$ cat config.mk
export PLATFORM = sky130hd
export DESIGN_NAME = pelp_top
export DESIGN_NICKNAME = d
export VERILOG_FILES = /design/src/design/pelp_pkg.sv /design/src/design/pelp_counter.sv /design/src/design/pelp_top.sv
export SDC_FILE = /design/constraint.sdc
export NUM_CORES = 1
export LEC_CHECK = 0
export ABC_AREA = 1
export BUFFER_PORTS_ARGS = -buffer_cell sky130_fd_sc_hd__buf_2
export CORE_UTILIZATION = 59
export CTS_CLUSTER_SIZE = 20
export DETAILED_ROUTE_END_ITERATION = 16
export PLACE_DENSITY_LB_ADDON = 0.08
export SYNTH_ARGS = -nofsm -noshare
export SYNTH_HDL_FRONTEND = slang
export SYNTH_HIERARCHICAL = 1
export SYNTH_SLANG_ARGS = --single-unit
$ cat constraint.sdc
create_clock -name i_mclk -period 5.53 [get_ports i_mclk]
set_input_delay 0.553 -clock i_mclk [delete_from_list [all_inputs] [get_ports i_mclk]]
set_output_delay 0.553 -clock i_mclk [all_outputs]
set_load 0.02 [all_outputs]
$ cat src/design/pelp_pkg.sv
// package: register map, field layout and codes of the event counters
// Functional notes
// - engine direction field: 01 counts east-side flits, 10 counts west-side flits.
// - engine transaction field: 12 bits of req/resp, type, opcode and opcode mask.
// - node counter setup: local enable, perfcon output, event count, unit event, no reset.
// - node occupancy field: tracker select, greater-or-equal compare, threshold 0..63 in 6 bits.
// - node transaction field: alloc/release, tracker, class, class mask, opcode, opcode mask.
// - lock field: 01 counts lock messages, 10 counts unlock messages.
// - lock event works as message counter and as held-lock cycle timer.
// - latency is cycles from start to stop event, summed over transactions.
// - first pair counter counts start event, partner's event resets it.
// - first counter compares against one and drives status to partner.
// - first counter: status to partner, reset by partner event, max compare mode.
// - second counter counts cycles while partner status is high.
// - event 0 feeds counter 0 and event 1 feeds counter 1.
package pelp_pkg;
    localparam int AW = 8;
    localparam int DW = 32;
    localparam int NCNT = 2;

    localparam logic [AW-1:0] OFF_GLOBAL     = 8'h00;
    localparam logic [AW-1:0] OFF_CNT_BASE   = 8'h10;
    localparam logic [AW-1:0] OFF_CNT_STRIDE = 8'h20;
    localparam logic [AW-1:0] OFF_SETUP      = 8'h00;
    localparam logic [AW-1:0] OFF_COMPARE    = 8'h04;
    localparam logic [AW-1:0] OFF_VALUE      = 8'h08;
    localparam logic [AW-1:0] OFF_ENG_SEL    = 8'h0C;
    localparam logic [AW-1:0] OFF_NODE_SEL   = 8'h10;

    localparam int GC_LOCAL_EN_BIT = 0;

    localparam int SU_EN_LSB   = 0;
    localparam int SU_STAT_LSB = 3;
    localparam int SU_MODE_LSB = 6;
    localparam int SU_EVT_LSB  = 8;
    localparam int SU_RST_LSB  = 11;
    localparam int SU_CMP_LSB  = 14;
    localparam int SU_UNIT_LSB = 16;
    localparam int SU_TYPE_LSB = 25;

    localparam logic [2:0] EN_LOCAL        = 3'h1;
    localparam logic [2:0] STAT_PERFCON    = 3'h0;
    localparam logic [2:0] STAT_PARTNER    = 3'h1;
    localparam logic [1:0] MODE_EVENTS     = 2'h0;
    localparam logic [2:0] EVT_UNIT        = 3'h0;
    localparam logic [2:0] EVT_PARTNER     = 3'h1;
    localparam logic [2:0] RST_NONE        = 3'h0;
    localparam logic [2:0] RST_PARTNER_EVT = 3'h2;
    localparam logic [1:0] CMP_OFF         = 2'h0;
    localparam logic [1:0] CMP_MAX         = 2'h1;
    localparam logic [8:0] UNIT_NODE       = 9'h001;
    localparam logic [8:0] UNIT_NONE       = 9'h000;

    localparam int ES_DIR_LSB = 0;
    localparam int ES_TXN_LSB = 2;
    localparam logic [1:0] DIR_EAST = 2'h1;
    localparam logic [1:0] DIR_WEST = 2'h2;
    localparam int TX_RESP_BIT = 11;
    localparam int TX_TYPE_LSB = 8;
    localparam int TX_OPC_LSB  = 4;
    localparam int TX_MASK_LSB = 0;

    localparam int NS_OCC_LSB  = 0;
    localparam int NS_TXN_LSB  = 9;
    localparam int NS_LOCK_LSB = 28;
    localparam int OC_BUF_BIT  = 8;
    localparam int OC_THR_LSB  = 2;
    localparam int OC_CMP_LSB  = 0;
    localparam int NT_EV_LSB   = 17;
    localparam int NT_BUF_BIT  = 16;
    localparam int NT_MC_LSB   = 12;
    localparam int NT_MCM_LSB  = 8;
    localparam int NT_OC_LSB   = 4;
    localparam int NT_OCM_LSB  = 0;
    localparam logic [1:0] NT_ALLOC   = 2'h1;
    localparam logic [1:0] NT_RELEASE = 2'h2;
    localparam logic [1:0] LOCK_MSG   = 2'h1;
    localparam logic [1:0] UNLOCK_MSG = 2'h2;

    localparam logic [DW-1:0] RST_REG = 32'h0000_0000;
endpackage

$ cat src/design/pelp_counter.sv
// one performance counter with its compare status flop
`timescale 1ns/1ps
module pelp_counter
    import pelp_pkg::*;
#(
    parameter int W = 32
) (
    input  wire logic         i_mclk,
    input  wire logic         i_resetn,
    input  wire logic         i_en,
    input  wire logic         i_inc,
    input  wire logic         i_clr,
    input  wire logic         i_wr,
    input  wire logic [W-1:0] i_wdata,
    input  wire logic [W-1:0] i_cmp,
    input  wire logic         i_cmp_on,
    output logic      [W-1:0] o_value,
    output logic              o_status
);
    logic [W-1:0] next_value;

    // an event in the clearing cycle still counts, so back-to-back pairs are not lost
    always_comb begin
        next_value = o_value;
        if (i_clr) begin
            next_value = '0;
        end
        if (i_en && i_inc) begin
            next_value = next_value + W'(1);
        end
        if (i_wr) begin
            next_value = i_wdata;
        end
    end

    always_ff @(posedge i_mclk or negedge i_resetn) begin
        if (!i_resetn) begin
            o_value <= '0;
        end else begin
            o_value <= next_value;
        end
    end

    // status tracks the value it is about to hold, so it needs no extra cycle
    always_ff @(posedge i_mclk or negedge i_resetn) begin
        if (!i_resetn) begin
            o_status <= 1'b0;
        end else begin
            o_status <= i_cmp_on && (next_value >= i_cmp);
        end
    end
endmodule // pelp_counter

$ cat src/design/pelp_top.sv
// top: event selection, register port and the linked counter pair
//
// The placing of the registers and the address-and-strobe port were decided locally.
`timescale 1ns/1ps
module pelp_top
    import pelp_pkg::*;
#(
    parameter int CNT_W = 32
) (
    input  wire logic          i_mclk,
    input  wire logic          i_resetn,
    input  wire logic [AW-1:0] i_addr,
    input  wire logic [DW-1:0] i_wdata,
    input  wire logic          i_wr,
    input  wire logic          i_rd,
    output logic      [DW-1:0] o_rdata,
    input  wire logic          i_flit_east,
    input  wire logic          i_flit_west,
    input  wire logic          i_eng_txn_valid,
    input  wire logic          i_eng_txn_resp,
    input  wire logic [2:0]    i_eng_txn_type,
    input  wire logic [3:0]    i_eng_txn_opc,
    input  wire logic [5:0]    i_near_occ,
    input  wire logic [5:0]    i_far_occ,
    input  wire logic          i_node_alloc,
    input  wire logic          i_node_release,
    input  wire logic          i_node_txn_far,
    input  wire logic [3:0]    i_node_mc,
    input  wire logic [3:0]    i_node_opc,
    input  wire logic          i_lock_msg,
    input  wire logic          i_unlock_msg,
    output logic      [NCNT-1:0] o_cnt_status
);
    logic            local_en;
    logic [DW-1:0]   setup    [NCNT];
    logic [DW-1:0]   compare  [NCNT];
    logic [DW-1:0]   eng_sel  [NCNT];
    logic [DW-1:0]   node_sel [NCNT];
    logic [CNT_W-1:0] value   [NCNT];
    logic [NCNT-1:0] status;
    logic [NCNT-1:0] unit_evt;
    logic [NCNT-1:0] eng_evt;
    logic [NCNT-1:0] node_evt;
    logic [NCNT-1:0] cnt_en;
    logic [NCNT-1:0] cnt_inc;
    logic [NCNT-1:0] cnt_clr;
    logic [NCNT-1:0] cnt_wr;
    logic [NCNT-1:0] cmp_on;
    logic [NCNT-1:0] to_partner;
    logic [DW-1:0]   next_rdata;

    function automatic logic reg_hit(input logic [AW-1:0] a, input int k, input logic [AW-1:0] off);
        return a == AW'(int'(OFF_CNT_BASE) + k * int'(OFF_CNT_STRIDE) + int'(off));
    endfunction

    // mask bit set means that bit must match
    function automatic logic masked_eq(input logic [3:0] a, input logic [3:0] b, input logic [3:0] m);
        return ((a ^ b) & m) == 4'h0;
    endfunction

    always_ff @(posedge i_mclk or negedge i_resetn) begin
        if (!i_resetn) begin
            local_en <= 1'b0;
        end else if (i_wr && i_addr == OFF_GLOBAL) begin
            local_en <= i_wdata[GC_LOCAL_EN_BIT];
        end
    end

    for (genvar k = 0; k < NCNT; k++) begin : g_cnt
        localparam int P = NCNT - 1 - k;
        logic [2:0] en_src;
        logic [2:0] stat_src;
        logic [1:0] mode;
        logic [2:0] evt_src;
        logic [2:0] rst_src;
        logic [1:0] cmp_mode;
        logic [8:0] unit_src;
        logic [1:0] dir;
        logic [11:0] etx;
        logic [8:0] occ;
        logic [18:0] ntx;
        logic [1:0] lock;
        logic       eng_txn_hit;
        logic       occ_hit;
        logic       node_txn_hit;
        logic       lock_hit;

        always_ff @(posedge i_mclk or negedge i_resetn) begin
            if (!i_resetn) begin
                setup[k]    <= RST_REG;
                compare[k]  <= RST_REG;
                eng_sel[k]  <= RST_REG;
                node_sel[k] <= RST_REG;
            end else if (i_wr) begin
                if (reg_hit(i_addr, k, OFF_SETUP)) begin
                    setup[k] <= i_wdata;
                end
                if (reg_hit(i_addr, k, OFF_COMPARE)) begin
                    compare[k] <= i_wdata;
                end
                if (reg_hit(i_addr, k, OFF_ENG_SEL)) begin
                    eng_sel[k] <= i_wdata;
                end
                if (reg_hit(i_addr, k, OFF_NODE_SEL)) begin
                    node_sel[k] <= i_wdata;
                end
            end
        end

        assign en_src   = setup[k][SU_EN_LSB +: 3];
        assign stat_src = setup[k][SU_STAT_LSB +: 3];
        assign mode     = setup[k][SU_MODE_LSB +: 2];
        assign evt_src  = setup[k][SU_EVT_LSB +: 3];
        assign rst_src  = setup[k][SU_RST_LSB +: 3];
        assign cmp_mode = setup[k][SU_CMP_LSB +: 2];
        assign unit_src = setup[k][SU_UNIT_LSB +: 9];
        assign dir      = eng_sel[k][ES_DIR_LSB +: 2];
        assign etx      = eng_sel[k][ES_TXN_LSB +: 12];
        assign occ      = node_sel[k][NS_OCC_LSB +: 9];
        assign ntx      = node_sel[k][NS_TXN_LSB +: 19];
        assign lock     = node_sel[k][NS_LOCK_LSB +: 2];

        // an all-zero transaction field leaves transaction matching off
        assign eng_txn_hit = (etx != 12'h000) && i_eng_txn_valid
                             && (i_eng_txn_resp == etx[TX_RESP_BIT])
                             && (i_eng_txn_type == etx[TX_TYPE_LSB +: 3])
                             && masked_eq(i_eng_txn_opc, etx[TX_OPC_LSB +: 4], etx[TX_MASK_LSB +: 4]);

        assign eng_evt[k] = (dir == DIR_EAST && i_flit_east)
                            || (dir == DIR_WEST && i_flit_west)
                            || eng_txn_hit;

        // level event: true every cycle the chosen tracker sits at or above threshold
        assign occ_hit = (occ[OC_CMP_LSB +: 2] != 2'h0)
                         && ((occ[OC_BUF_BIT] ? i_far_occ : i_near_occ) >= occ[OC_THR_LSB +: 6]);

        assign node_txn_hit = ((ntx[NT_EV_LSB +: 2] == NT_ALLOC && i_node_alloc)
                               || (ntx[NT_EV_LSB +: 2] == NT_RELEASE && i_node_release))
                              && (i_node_txn_far == ntx[NT_BUF_BIT])
                              && masked_eq(i_node_mc, ntx[NT_MC_LSB +: 4], ntx[NT_MCM_LSB +: 4])
                              && masked_eq(i_node_opc, ntx[NT_OC_LSB +: 4], ntx[NT_OCM_LSB +: 4]);

        assign lock_hit = (lock == LOCK_MSG && i_lock_msg)
                          || (lock == UNLOCK_MSG && i_unlock_msg);

        assign node_evt[k] = occ_hit || node_txn_hit || lock_hit;

        // event k is wired to counter k only; the partner sees it as a reset source
        assign unit_evt[k] = (unit_src == UNIT_NODE) ? node_evt[k]
                             : ((unit_src != UNIT_NONE) && eng_evt[k]);

        assign cnt_en[k]  = local_en && (en_src == EN_LOCAL);
        assign cnt_inc[k] = (mode == MODE_EVENTS)
                            && ((evt_src == EVT_UNIT && unit_evt[k])
                                || (evt_src == EVT_PARTNER && to_partner[P]));
        assign cnt_clr[k] = (rst_src == RST_PARTNER_EVT) && unit_evt[P];
        assign cnt_wr[k]  = i_wr && reg_hit(i_addr, k, OFF_VALUE);
        assign cmp_on[k]  = (cmp_mode == CMP_MAX);
        assign to_partner[k] = (stat_src == STAT_PARTNER) && status[k];

        pelp_counter #(
            .W (CNT_W)
        ) u_counter (
            .i_mclk   (i_mclk),
            .i_resetn (i_resetn),
            .i_en     (cnt_en[k]),
            .i_inc    (cnt_inc[k]),
            .i_clr    (cnt_clr[k]),
            .i_wr     (cnt_wr[k]),
            .i_wdata  (CNT_W'(i_wdata)),
            .i_cmp    (CNT_W'(compare[k])),
            .i_cmp_on (cmp_on[k]),
            .o_value  (value[k]),
            .o_status (status[k])
        );
    end

    assign o_cnt_status = status;

    // read data live for one cycle only; unmapped addresses read zero
    always_comb begin
        next_rdata = '0;
        if (i_rd) begin
            if (i_addr == OFF_GLOBAL) begin
                next_rdata[GC_LOCAL_EN_BIT] = local_en;
            end
            for (int k = 0; k < NCNT; k++) begin
                if (reg_hit(i_addr, k, OFF_SETUP)) begin
                    next_rdata = setup[k];
                end
                if (reg_hit(i_addr, k, OFF_COMPARE)) begin
                    next_rdata = compare[k];
                end
                if (reg_hit(i_addr, k, OFF_VALUE)) begin
                    next_rdata = DW'(value[k]);
                end
                if (reg_hit(i_addr, k, OFF_ENG_SEL)) begin
                    next_rdata = eng_sel[k];
                end
                if (reg_hit(i_addr, k, OFF_NODE_SEL)) begin
                    next_rdata = node_sel[k];
                end
            end
        end
    end

    always_ff @(posedge i_mclk or negedge i_resetn) begin
        if (!i_resetn) begin
            o_rdata <= '0;
        end else begin
            o_rdata <= next_rdata;
        end
    end
endmodule // pelp_top

* After elaboration in Yosys (flattened, before gate mapping)
Index checks and enable logic that the tools add are counted.
** Storage, ports and cells
- Output and inout port bits :: 34
- Bits of input ports :: 80
- Register bits :: 355
** Cells by class
- Reduce and logical (&&, ||, !) cells :: 88
- Equality and inequality tests :: 40
- Add/sub/neg operators :: 2
- Multiplexer cells :: 22
- Bitwise operators :: 12
- Order comparisons :: 4
** Operators with widths (count)
- 32-bit two-way mux :: 17
- 32-bit by 1-bit adder with 32-bit output (second input constant) :: 2
- 32-bit greater-or-equal comparator :: 2
- 1-bit logical AND :: 49
- 8-bit by 6-bit == test with 1-bit output (second input constant) :: 5
- 8-bit by 5-bit == test with 1-bit output (second input constant) :: 4
- 4-bit bitwise AND :: 6
- 4-bit logical NOT :: 6
- 12-bit nonzero test :: 2
- 4-bit XOR :: 6
- 3-bit by 1-bit == test with 1-bit output (second input constant) :: 6
- 9-bit by 1-bit == test with 1-bit output (second input constant) :: 2
- 9-bit nonzero test :: 2
- 2-bit by 1-bit == test with 1-bit output (second input constant) :: 8
- 2-bit AND reduction :: 8
- 1-bit logical OR :: 14
- 2-bit == test (second input constant) :: 6
- 6-bit greater-or-equal comparator :: 2
- 6-bit two-way mux :: 2
- 8-bit by 7-bit == test with 1-bit output (second input constant) :: 1
- 8-bit logical NOT :: 1
- 3-bit by 2-bit == test with 1-bit output (second input constant) :: 2
- 3-bit == test :: 2
- 3-bit logical NOT :: 2
- 4 further kinds :: 11

* Depth between registers and ports, before layout
Gate-level depths: netlist (run 1).
- Word-level depth :: 17
- Depth in mapped cells :: 34
- Gate-level depth less buffers :: 32

* Modules after synthesis
The synthesis (run 1) kept the hierarchy.
** By module, submodules not included
- pelp_top :: area an instance 14259.9 um2, cells each 1880, times used 1, sequential area each 7231.9 um2
- pelp_counter at g_cnt[1].u_counter :: area an instance 3310.7 um2, cells each 492, times used 1, sequential area each 825.8 um2
- pelp_counter at g_cnt[0].u_counter :: area an instance 3259.4 um2, cells each 503, times used 1, sequential area each 825.8 um2

* Worst setup path after synthesis (run 1)
Ideal clock, no wire load.
- Path type :: reg2reg
- Start point :: reg node_sel, in the netlist g_cnt[1].occ[8]
- End point :: reg g_cnt[0].u_counter.o_status
- Path slack :: 1.519 ns
- Data arrival time :: 3.927 ns
- Setup time :: 0.084 ns
- Stages on the path, launching flop included :: 31
- Period minus slack after synthesis :: 4.011 ns
- Buffers on the path :: 2
- Required time :: 5.446 ns
- Cells stage by stage :: dfrtp_1 > clkbuf_1 > o21ai_0 > ha_1 > a21oi_1 > o21a_1 > nand3_1 > o21ai_0 > nand3_1 > nand2_1 > a21oi_1 > inv_2 > buf_4 > nand2_1 > inv_1 > ha_1 > nand3_1 > nor2_1 > nand3_2 > nor2_2 > xor2_1 > a21oi_1 > ha_1 > nand2_1 > nor2_1 > nand2_1 > nor2_1 > nor2_1 > nand2_1 > nand2_1 > a21boi_0
** On the way
- Word-level cells in the longest chain between the ends :: 13
** RTL lines
- start, declared :: line pelp_top.sv:38 : logic [DW-1:0] node_sel [NCNT];
- start signal, assigned by index :: line pelp_top.sv:105 : node_sel[k] <= i_wdata;
- 6-bit two-way mux (*) :: line pelp_top.sv:135 : && ((occ[OC_BUF_BIT] ? i_far_occ : i_near_occ) >= occ[OC_THR_LSB +: 6]);
- 6-bit greater-or-equal comparator (*) :: line pelp_top.sv:135
- 1-bit logical AND (*) :: line pelp_top.sv:135
- 1-bit logical OR (*) (2 in series) :: line pelp_top.sv:146 : assign node_evt[k] = occ_hit || node_txn_hit || lock_hit;
- 1-bit two-way mux (*) :: line pelp_top.sv:149 : assign unit_evt[k] = (unit_src == UNIT_NODE) ? node_evt[k]
- 1-bit logical AND (*) :: line pelp_top.sv:156 : assign cnt_clr[k] = (rst_src == RST_PARTNER_EVT) && unit_evt[P];
- named net cnt_clr[0] :: line pelp_top.sv:46 : logic [NCNT-1:0] cnt_clr;
- 32-bit two-way mux (*) :: line pelp_counter.sv:25 : if (i_clr) begin
- 32-bit by 1-bit adder with 32-bit output :: line pelp_counter.sv:29 : next_value = next_value + W'(1);
- 32-bit two-way mux (*) :: line pelp_counter.sv:28 : if (i_en && i_inc) begin
- 32-bit two-way mux (*) :: line pelp_counter.sv:31 : if (i_wr) begin
- named net g_cnt[0].u_counter.next_value[14] :: line pelp_counter.sv:20 : logic [W-1:0] next_value;
- 32-bit greater-or-equal comparator (*) :: line pelp_counter.sv:49 : o_status <= i_cmp_on && (next_value >= i_cmp);
- 1-bit logical AND (*) :: line pelp_counter.sv:49
- end signal, assigned :: line pelp_counter.sv:49
- end, declared :: line pelp_counter.sv:18 : output logic o_status
The timed path passes the listed nets; every way through them passes the cells marked *.
A chain may end at the register's enable or synchronous reset.

* Final worst setup path (run 1)
Ends and elaborated chain as after synthesis.

==> run summary, run 1 <==
* DRT Pass-1 Iters: 5
* H-tree depth: 2
* fraction of final layout cells sized beyond drive strength 1: 0.108
* top cell type by total area after synthesis: dfrtp_1
* post-synth design cell area: 20800 um2
* Least-Margin Pin Slew: 1.21 ns
* Required @ worst endpoint: 6.01 ns
* Worst Hold Slack: 0.346 ns
* number of buffers inserted during clock tree synthesis: 39
* worst reg2reg endpoint: g_cnt[0].u_counter/o_status$_DFF_PN0_
* post-synthesis to final-layout area growth: 11.0%
* most numerous cell on the critical path: nand2_1
* placement-stage cell area: 21700 um2
* classification of the worst setup path: flip-flop to flip-flop
* adder and majority cell fraction of the synthesized area: 0.0469
* post-CTS sizing: 0
* placement row count: 68
* TritonCTS clock tree: built
* area fraction in compound gates after synthesis: 0.121
* multiplexer share of the synthesized area: 0
* Root Buffer Master: clkbuf_16
* remaining antenna violation count after routing: 0
* Via Count: 20100
* clock tree sinks: 355
* main combinational cell family by area after synthesis: simple AND/OR/NAND/NOR gates
* warning count from the yosys run: 6
* origin of the worst setup path: g_cnt[1].occ[8]$_DFFE_PN0P_
* Hold/Removal Path Class: input port to flip-flop
* main flop type after synthesis: dfrtp_1
* Die Y: 190 um
* Synth top area share: 0.426
* mean instance size in the synthesized netlist: 7.25 um2
* Worst Path Buf+Inv: 3
* RSZ-0062 raised after global routing: false
* Slew Limit Fails: 0
* critical path capture point type: flip-flop
* overall overflow remaining after global route: 0
* Initial Util: 0.602
* worst clock skew on the final layout: 0.0224 ns
* number of input and output port buffers inserted: 113
* final-report hold violation count: 0
* depth of the worst register-to-register path: 28
* capturing element of the worst setup path: g_cnt[0].u_counter/o_status$_DFF_PN0_
* I/O pin cnt: 114
* routed len/inst: 21.3 um
* global-route wire length before repair: 111000 um
* slowest cell on the critical path: dfrtp_1
* proportion of synthesized chip area in sequential cells: 0.426
* leading post-synthesis cells by cell area: dfrtp_1 (43%), nand2_1 (16%), o21ai_0 (7.9%)
* leakage power summed over all cells: 0.0113 uW
* critical path depth in cells: 28
* horizontal die dimension: 190 um
* maximum root-to-sink buffer count: 3
* placeable core area: 34600 um2
* share of the synthesized netlist area taken by xor and xnor gates: 0.0151
* share of the clock period used by the worst path: 0.891
* min cycle time layout: 4.93 ns
* cell count after synthesis: 2875
* clk slew on worst S/H paths: 0.06 ns
* Routability Congestion: 1.00
* maximum VDD drop: 304 uV
* flop and latch count out of synthesis: 355
* initial antenna violation count: 1
* worst slew margin relative to its limit: 0.194
* post-DP HPWL: 53200 um
* kind of cell with the highest combined delay on the critical path: simple AND/OR/NAND/NOR gates
* Tot GR Track Use: 0.414
* register-to-register setup slack: 0.60 ns
* routed wire length: 72800 um
* endpoints failing setup: 0
* max-capacitance violation count: 0
* summed area of non-filler cells in the final layout: 23100 um2
* RR Startpoint: g_cnt[1].occ[8]$_DFFE_PN0P_
* unique cell type count in the Yosys netlist: 48
* Fin Setup TNS: 0 ns
* f_max: 0.203 GHz
* worst stage delay on the critical path: 0.57 ns
* outcome: finished clean
* number of nets in the finished design: 3096
* areal power density over the cells: 286 nW/um2
* via count of the first global-routing pass: 19000
* Clk Latency, worst-skew pair: 0.57 ns
* DRC: 0
* maximum fanout along the worst path: 29
* synthesized net count: 3033
* Die ar.: 36100 um2
* Post-synth EDFFs: 0
* Worst setup SP type: flip-flop
* async set or reset register ratio after synthesis: 1.00
* pin count of the biggest net entering global routing: 183
* data arrival time of the critical path: 5.41 ns
* Iteration-0 DRC Markers: 2048
* per-cell via count in the routed design: 5.88
* simple logic cell fraction of the synthesized area: 0.309
cells by family after synthesis:
logic type	count (synthesis)
AND/OR/NAND/NOR	1488
XOR/XNOR	36
flip-flops	355
buffers and inverters	426
AO/OA/AOI/OAI	492
adder cells (fa/ha/maj)	78
sequential cells by signal, indices dropped and copies added (netlist names):
| name | flops |
|---|---|
| g_cnt.lock | 4 |
| g_cnt.u_counter/o_status | 2 |
| g_cnt.cmp_mode | 4 |
| eng_sel | 64 |
| g_cnt.en_src | 6 |
| g_cnt.unit_src | 18 |
| node_sel | 4 |
| g_cnt.u_counter/o_value | 64 |
| g_cnt.ntx | 38 |
| local_en | 1 |
| g_cnt.rst_src | 6 |
| g_cnt.evt_src | 6 |
| compare | 64 |
| g_cnt.mode | 4 |
| setup | 14 |
| o_rdata | 32 |
| g_cnt.occ | 18 |
| g_cnt.stat_src | 6 |
layout by cell type, fill, tap and decap left out, types with 4 or more instances in the layout:
cell type,instances
nand3_2,17
o21ai_0,330
o22ai_1,6
xnor2_1,17
or2_0,8
a21oi_1,132
clkbuf_1,5
nand3_1,145
nand4_1,52
nand2_2,16
clkbuf_8,8
dfrtp_1,355
nand2_1,870
bufinv_16,8
buf_2,112
nor2_1,265
o21a_1,6
clkbuf_16,41
ha_1,78
nor3_1,13
buf_4,18
inv_1,301
inv_2,11
or2_2,30
xor2_1,19
nor2_4,12
nand3b_1,16
o21bai_1,4
o211ai_1,4
nor2_2,28
synthesized netlist by cell type (all sizes together) (3+ instances only):
master	n
nand2	887
dfrtp	355
o21ai	333
inv	312
nor2	305
nand3	165
a21oi	134
ha	78
clkbuf	76
nand4	53
or2	39
buf	36
xor2	19
xnor2	17
nand3b	16
nor3	14
o21a	6
o22ai	6
o211ai	4
o21bai	4
nor4	3
worst min path at each step:
| stage | start | to | slack, ns | depth (start not counted) |
|---|---|---|---|---|
| after floorplan | i_resetn | compare[0]$_DFFE_PN0P_ | 0.26 | 0 |
| after global placement | eng_sel[30]$_DFFE_PN0P_ | eng_sel[30]$_DFFE_PN0P_ | 0.46 | 2 |
| after detailed placement | setup[31]$_DFFE_PN0P_ | setup[31]$_DFFE_PN0P_ | 0.47 | 2 |
| after CTS | i_wdata[18] | g_cnt[1].u_counter/o_value[18]$_DFF_PN0_ | 0.32 | 3 |
| after global routing | i_wdata[21] | g_cnt[0].u_counter/o_value[21]$_DFF_PN0_ | 0.34 | 3 |
| final | i_wdata[18] | g_cnt[1].u_counter/o_value[18]$_DFF_PN0_ | 0.35 | 3 |
what timing repair did:
item | CTS | global route
setup buffers | 0 | 0
hold endpoints to repair | 65 | 0
hold buffers | 1 | 0
area by class of cell:
class | count | area (um2)
Fill cell | 3025 | 11500
Clock buffer | 54 | 1150
Inverter | 314 | 1180
Antenna cell | 1 | 2.50
Multi-Input combinational cell | 2094 | 10300
Tap cell | 455 | 569
Clock inverter | 14 | 279
Sequential cell | 355 | 8880
Timing Repair Buffer | 134 | 761
per-layer routing:
metal | up-vias | global-route usage | share of wire
met4 | 0 | 0.339 | 0.094
met2 | 988 | 0.640 | 0.44
met1 | 9521 | 0.517 | 0.38
li1 | 9329 | - | -
met5 | - | 0 | 0
met3 | 263 | 0.0614 | 0.078
metrics by stage:
stage | worst slack [ns] | cells | util | total power (uW)
2_1_floorplan | 1.52 | 2875 | - | 3350
6_report | 0.601 | 3421 | 0.668 | 6600
5_1_grt | 0.180 | 3421 | 0.668 | 6830
4_1_cts | 0.711 | 3420 | 0.667 | 6600
3_5_place_dp | 0.628 | 3351 | 0.626 | 3690
3_3_place_gp | 0.720 | 3351 | 0.626 | 3660
tightest hold or removal path: stages:
cell,delay [ns]
buf_2,0.15
nand2_1,0.08
nand2_1,0.07
where the power goes:
group	internal, uW	switching, uW	total [uW]
Sequential	2730	147	2880
Clock	1830	1110	2940
Combinational	263	523	786
Total	4830	1780	6600
(Power assumes the default switching activity.)
==> run 2, diff against run 1 <==
--- a/config.mk
+++ b/config.mk
@@ -7,9 +7,11 @@
 export LEC_CHECK = 0
 export ABC_AREA = 1
 export BUFFER_PORTS_ARGS = -buffer_cell sky130_fd_sc_hd__buf_2
+export CAP_MARGIN = 20
 export CORE_UTILIZATION = 59
 export CTS_CLUSTER_SIZE = 20
 export DETAILED_ROUTE_END_ITERATION = 16
+export GPL_TIMING_DRIVEN = 0
 export PLACE_DENSITY_LB_ADDON = 0.08
 export SYNTH_ARGS = -nofsm -noshare
 export SYNTH_HDL_FRONTEND = slang
==> constraint.sdc (replaced) <==
create_clock -name i_mclk -period 5.53 [get_ports i_mclk]
set_input_delay 1.106 -clock i_mclk [delete_from_list [all_inputs] [get_ports i_mclk]]
set_output_delay 1.106 -clock i_mclk [all_outputs]
set_load 0.02 [all_outputs]
==> run 2 against run 1 <==
First-iteration DRC count up 26%. Final cell count up 2.9%. Critical path depth up 1.
==> run summary, run 2 (synthesis gave the netlist of run 1 again) <==
* horizontal die dimension: 190 um, unchanged
* Hold/Removal Path Class: input port to async pin
* overall power after layout: 6740 uW, +2.0%
* Slew Limit Fails: 0, unchanged
* number of nets in the finished design: 3190, +3.0%
* kind of cell with the highest combined delay on the critical path: simple AND/OR/NAND/NOR gates
* CTS hold repair buffers: 0, -1
* post-synthesis to final-layout area growth: 13.4%
* classification of the worst setup path: input port to flip-flop
* summed area of non-filler cells in the final layout: 23600 um2, +2.2%
* max-capacitance violation count: 0, unchanged
* Fin Setup TNS: 0 ns, unchanged
* endpoints failing setup: 0, unchanged
* DRT Pass-1 Iters: 6, +1
* Routability Congestion: 0.982, -1.7%
* placement-stage cell area: 22100 um2, +1.8%
* overall overflow remaining after global route: 0, unchanged
* commonest non-fill, non-tap cell in the layout: nand2_1
* most used cells in the layout excluding fill and tap cells: nand2_1 (877), dfrtp_1 (355), o21ai_0 (329)
* clk slew on worst S/H paths: 0.06 ns, about the same
* Worst Path Buf+Inv: 5, +2
* Clk Latency, worst-skew pair: 0.56 ns, about the same
* final-report hold violation count: 0, unchanged
* areal power density over the cells: 285 nW/um2, -0.21%
* f_max: 0.187 GHz, -7.8%
* DRC: 0, unchanged
* clock tree sinks: 355, unchanged
* top flop regs: compare (64), eng_sel (64), g_cnt.u_counter/o_value (64)
* number of input and output port buffers inserted: 112, -0.88%
* pin count of the biggest net entering global routing: 121, -34%
* global-route wire length before repair: 117000 um, +5.0%
* Worst Hold Slack: 0.349 ns, +0.00314 ns
* remaining antenna violation count after routing: 0, unchanged
* maximum VDD drop: 250 uV, -18%
* worst stage delay on the critical path: 0.33 ns, -0.24 ns
* routed len/inst: 22.1 um, +3.9%
* critical path capture point type: flip-flop
* via count of the first global-routing pass: 19900, +4.3%
* Required @ worst endpoint: 5.99 ns, -0.02 ns
* H-tree depth: 2, unchanged
* maximum root-to-sink buffer count: 3, unchanged
* Worst setup SP type: input port
* Iteration-0 DRC Markers: 2577, +26%
* Initial Util: 0.602, unchanged
* post-DP HPWL: 61600 um, +16%
* Least-Margin Pin Slew: 0.767 ns, -0.438 ns
* TritonCTS clock tree: built
* RSZ-0062 raised after global routing: false
* routed wire length: 77900 um, +6.9%
* origin of the worst setup path: i_near_occ[1]
* data arrival time of the critical path: 5.80 ns, +0.39 ns
* I/O pin cnt: 114, unchanged
* Die Y: 190 um, unchanged
* leakage power summed over all cells: 0.0115 uW, +2.1%
* number of buffers inserted during clock tree synthesis: 40, +2.6%
* placeable core area: 34600 um2, unchanged
* Root Buffer Master: clkbuf_16
* placement row count: 68, unchanged
* min cycle time layout: 5.35 ns, +0.417 ns
* maximum fanout along the worst path: 17, -41%
* worst clock skew on the final layout: 0.0280 ns, +0.00556 ns
* outcome: finished clean
* Via Count: 21100, +4.9%
* per-cell via count in the routed design: 5.99, +2.0%
* share of the clock period used by the worst path: 0.967, +0.0754
* Die ar.: 36100 um2, unchanged
* worst slew margin relative to its limit: 0.489, +0.295
* fraction of final layout cells sized beyond drive strength 1: 0.111, +0.00309
* Util after Layout: 0.682, +0.0148
* Tot GR Track Use: 0.439, +0.0247
* initial antenna violation count: 0, -1
* slowest cell on the critical path: nor2_2
* RR Startpoint: g_cnt[1].occ[8]$_DFFE_PN0P_
-- run 2: changes by cell type in the layout (fill, tap and decap cells not counted), sizes merged --
cell | previous run | this run
buf | 133 | 152
bufinv | 8 | 9
clkbuf | 54 | 127
clkinv | 6 | 12
dlygate4sd3 | 1 | 0
-- run 2: per-layer routing --
metal / up-vias / wire length, um / track usage
met5: - / 0 / 0
met3: 218 / 8350 / 0.0697
met4: 0 / 5330 / 0.265
met1: 10000 / 31200 / 0.609
li1: 9525 / - / -
met2: 1313 / 32900 / 0.648
-- run 2: cell type report --
type	instances	area, um2
diodes	1	2.50
plain buffers	111	507
clock buffers	52	1160
clock inverters	21	350
fillers	3082	11000
inverters	314	1180
multi-input cells	2094	10300
flip-flops and latches	355	8880
well taps	455	569
repair buffers	116	661
-- run 2: path summary, 6_finish.rpt --
| path | to | depth (start not counted) | slack (ns) |
|---|---|---|---|
| max | g_cnt[1].u_counter/o_status$_DFF_PN0_ | 29 | 0.18 |
| min | g_cnt[0].u_counter/o_value[8]$_DFF_PN0_ | 1 | 0.35 |
| max reg2reg | g_cnt[0].u_counter/o_status$_DFF_PN0_ | 28 | 0.20 |
| min reg2reg | eng_sel[27]$_DFFE_PN0P_ | 2 | 0.49 |
| max in group asynchronous | o_rdata[29]$_DFF_PN0_ | 3 | 3.88 |
| min in group i_mclk | eng_sel[27]$_DFFE_PN0P_ | 2 | 0.49 |
-- run 2: timing repair --
item                                    4_1_cts  5_1_grt
setup buffers                                 0        1
endpoints found under the setup margin        2        2
pin swaps                                     0        1
gates resized for setup                       6       13
-- run 2: power breakdown --
group          total (uW)  switching, uW  internal [uW]  leakage [uW]
registers            2880            144           2730       0.00478
clock network        3060           1160           1900      0.000741
logic                 798            529            269       0.00599
total                6740           1830           4900        0.0115
-- run 2: per-stage QoR --
step / cells / setup slack [ns]
5_1_grt: 3518 / 0.00790
6_report: 3519 / 0.184
2_1_floorplan: 2875 / 1.03
4_1_cts: 3517 / 0.0602
3_5_place_dp: 3445 / -0.934
3_3_place_gp: 3442 / -3.56
==> run 3, diff against run 2 <==
--- a/config.mk
+++ b/config.mk
@@ -11,8 +11,8 @@
 export CORE_UTILIZATION = 59
 export CTS_CLUSTER_SIZE = 20
 export DETAILED_ROUTE_END_ITERATION = 16
-export GPL_TIMING_DRIVEN = 0
-export PLACE_DENSITY_LB_ADDON = 0.08
+export GPL_TIMING_DRIVEN = 1
+export PLACE_DENSITY = 0.84
 export SYNTH_ARGS = -nofsm -noshare
 export SYNTH_HDL_FRONTEND = slang
 export SYNTH_HIERARCHICAL = 1
==> constraint.sdc (replaced) <==
create_clock -name i_mclk -period 5.53 [get_ports i_mclk]
set_input_delay 1.106 -clock i_mclk [delete_from_list [all_inputs] [get_ports i_mclk]]
set_output_delay 1.106 -clock i_mclk [all_outputs]
set_load 0.05 [all_outputs]
==> run 3 against run 2 <==
Total power fell by 1.6%. Clock skew fell by 0.0089 ns. Critical endpoint unchanged. Critical path type is now flip-flop to flip-flop. Flip-flop and latch count did not move. Clock power fell by 4%. Combinational power fell by 0.5%. Design area fell by 1.7%. Hold slack improved by 0.13 ns. Highest routed layer unchanged. Clock-buffer cell count rose by 3. Sequential share of layout area rose by 0.64 points. Register-to-register slack improved by 0.32 ns.
==> run summary, run 3 (synthesis gave the netlist of run 1 again) <==
* H-tree depth: 2, unchanged
* busiest layer in global routing: met2
* Tot GR Track Use: 0.397, -0.0421
* f_max: 0.200 GHz, +6.7%
* RR Startpoint: g_cnt[0].unit_src[7]$_DFFE_PN0P_
* origin of the worst setup path: g_cnt[0].unit_src[7]$_DFFE_PN0P_
* Worst Hold Slack: 0.483 ns, +0.134 ns
* critical path capture point type: flip-flop
* maximum fanout along the worst path: 5, -12
* remaining antenna violation count after routing: 0, unchanged
* Fin Setup TNS: 0 ns, unchanged
* worst clock skew on the final layout: 0.0190 ns, -0.00894 ns
* Least-Margin Pin Slew: 1.08 ns, +0.309 ns
* RSZ-0062 raised after global routing: false
* met2 Usage GRT: 0.616, -0.0320
* Iteration-0 DRC Markers: 2372, -8.0%
* capturing element of the worst setup path: g_cnt[1].u_counter/o_status$_DFF_PN0_
* post-DP HPWL: 51700 um, -16%
* worst slew margin relative to its limit: 0.280, -0.208
* diode insertion count for antenna repair: 0, -1
* horizontal die dimension: 190 um, unchanged
* Die ar.: 36100 um2, unchanged
* maximum root-to-sink buffer count: 3, unchanged
* min cycle time layout: 5.01 ns, -0.336 ns
* number of nets in the finished design: 3104, -2.7%
* commonest non-fill, non-tap cell in the layout: nand2_1
* routed len/inst: 20.5 um, -7.4%
* Util after Layout: 0.671, -0.0115
* classification of the worst setup path: flip-flop to flip-flop
* post-CTS sizing: 0, -6
* CTS hold repair buffers: 0, unchanged
* pin count of the biggest net entering global routing: 96, -21%
* met3 Usage GRT: 0.0526, -0.0172
* placeable core area: 34600 um2, unchanged
* Slew Limit Fails: 0, unchanged
* areal power density over the cells: 285 nW/um2, about the same
* Required @ worst endpoint: 5.94 ns, -0.05 ns
* data arrival time of the critical path: 5.41 ns, -0.39 ns
* leakage power summed over all cells: 0.0113 uW, -1.5%
* DRT Pass-1 Iters: 6, unchanged
* Die Y: 190 um, unchanged
* final-report hold violation count: 0, unchanged
* met1 usage: 0.503, -0.106
* Root Buffer Master: clkbuf_16
* outcome: finished clean
* Post-CTS Setup Inserts: 0, unchanged
* endpoints failing setup: 0, unchanged
* post-route non-filler standard cell count: 3431, -2.5%
* Hold/Removal Path Class: flip-flop to flip-flop
* Worst setup SP type: flip-flop
* TritonCTS clock tree: built
* maximum VDD drop: 232 uV, -7.2%
* placement row count: 68, unchanged
* share of the clock period used by the worst path: 0.906, -0.0608
* hold path depth: 2
* overall overflow remaining after global route: 0, unchanged
* clk slew on worst S/H paths: 0.06 ns, about the same
* worst slack, placed: 0.216 ns, +1.15 ns
* per-cell via count in the routed design: 5.91, -1.3%
* Filler Cells Inserted: 2959, -4.0%
* worst reg2reg endpoint: g_cnt[1].u_counter/o_status$_DFF_PN0_
* Initial Util: 0.602, unchanged
* routed wire length: 70300 um, -9.7%
* max-capacitance violation count: 0, unchanged
* Via Count: 20300, -3.8%
* Clk Latency, worst-skew pair: 0.55 ns, about the same
* global-route wire length before repair: 108000 um, -7.0%
* Placed Cells: 3357, -2.6%
* post-synthesis to final-layout area growth: 11.5%
* most used cells in the layout excluding fill and tap cells: nand2_1 (870), dfrtp_1 (355), o21ai_0 (330)
* top flop regs: compare (64), eng_sel (64), g_cnt.u_counter/o_value (64)
* number of buffers inserted during clock tree synthesis: 40, unchanged
* via count of the first global-routing pass: 19300, -3.0%
* depth of the worst register-to-register path: 25, -11%
* clock tree sinks: 355, unchanged
* DRC: 0, unchanged
* initial antenna violation count: 0, unchanged
* I/O pin cnt: 114, unchanged
* fraction of final layout cells sized beyond drive strength 1: 0.111, +0.000211
* Routability Congestion: 1.06, +7.5%
* register-to-register setup slack: 0.52 ns, +0.32 ns
* number of input and output port buffers inserted: 113, +0.89%
* worst path setup slack after routing: 0.521 ns, +0.336 ns
-- run 3: how the worst min path moves through the flow --
stage | from | to
after floorplan | node_sel[62]$_DFFE_PN0P_ | node_sel[62]$_DFFE_PN0P_
after global placement | eng_sel[18]$_DFFE_PN0P_ | eng_sel[18]$_DFFE_PN0P_
after CTS | eng_sel[30]$_DFFE_PN0P_ | eng_sel[30]$_DFFE_PN0P_
after global routing | eng_sel[62]$_DFFE_PN0P_ | eng_sel[62]$_DFFE_PN0P_
after detailed placement | eng_sel[30]$_DFFE_PN0P_ | eng_sel[30]$_DFFE_PN0P_
final | eng_sel[30]$_DFFE_PN0P_ | eng_sel[30]$_DFFE_PN0P_
-- run 3: critical path: stages (launching register included) --
cell,delay [ns]
dfrtp_1,0.39
nor2_1,0.11
nand2_1,0.06
nor3_1,0.29
nand3_1,0.34
a21oi_1,0.52
nand4_1,0.19
nand2_1,0.13
nor2_1,0.13
nor2_1,0.19
ha_1,0.17
nand3_1,0.19
nor2_4,0.23
nand3_1,0.15
nor2_2,0.30
nand2_1,0.09
nand2_1,0.07
nand2_1,0.04
a21oi_1,0.19
ha_1,0.28
nand2_1,0.08
nor2_1,0.05
nor3b_1,0.19
nand2_1,0.10
nor2_1,0.26
a21boi_0,0.14
-- run 3: layout make-up --
| class | instances | area, um2 | area share |
|---|---|---|---|
| Clock buffer | 55 | 1160 | 0.0499 |
| Clock inverter | 17 | 298 | 0.0128 |
| Inverter | 314 | 1180 | 0.0510 |
| Multi-Input combinational cell | 2094 | 10300 | 0.443 |
| Sequential cell | 355 | 8880 | 0.382 |
| Tap cell | 455 | 569 | 0.0245 |
| Timing Repair Buffer | 141 | 856 | 0.0368 |
-- run 3: through the flow --
stage / instance area (um2) / power (uW)
6_report: 23200 / 6630
4_1_cts: 23200 / 6630
3_3_place_gp: 21700 / 3660
3_5_place_dp: 21700 / 3690
5_1_grt: 23200 / 6860
2_1_floorplan: 20800 / 3360
-- run 3: routing by layer --
| layer | vias up | part of all wire | routed length [um] |
|---|---|---|---|
| met5 | - | 0 | 0 |
| li1 | 9351 | - | - |
| met4 | 0 | 0.090 | 6350 |
| met2 | 1187 | 0.44 | 31200 |
| met1 | 9474 | 0.37 | 26300 |
| met3 | 272 | 0.092 | 6450 |
-- run 3: power breakdown --
part	internal, uW	total [uW]	switching [uW]	leakage (uW)
Combinational	265	794	529	0.00584
Sequential	2730	2880	148	0.00478
Clock	1840	2950	1110	0.000711
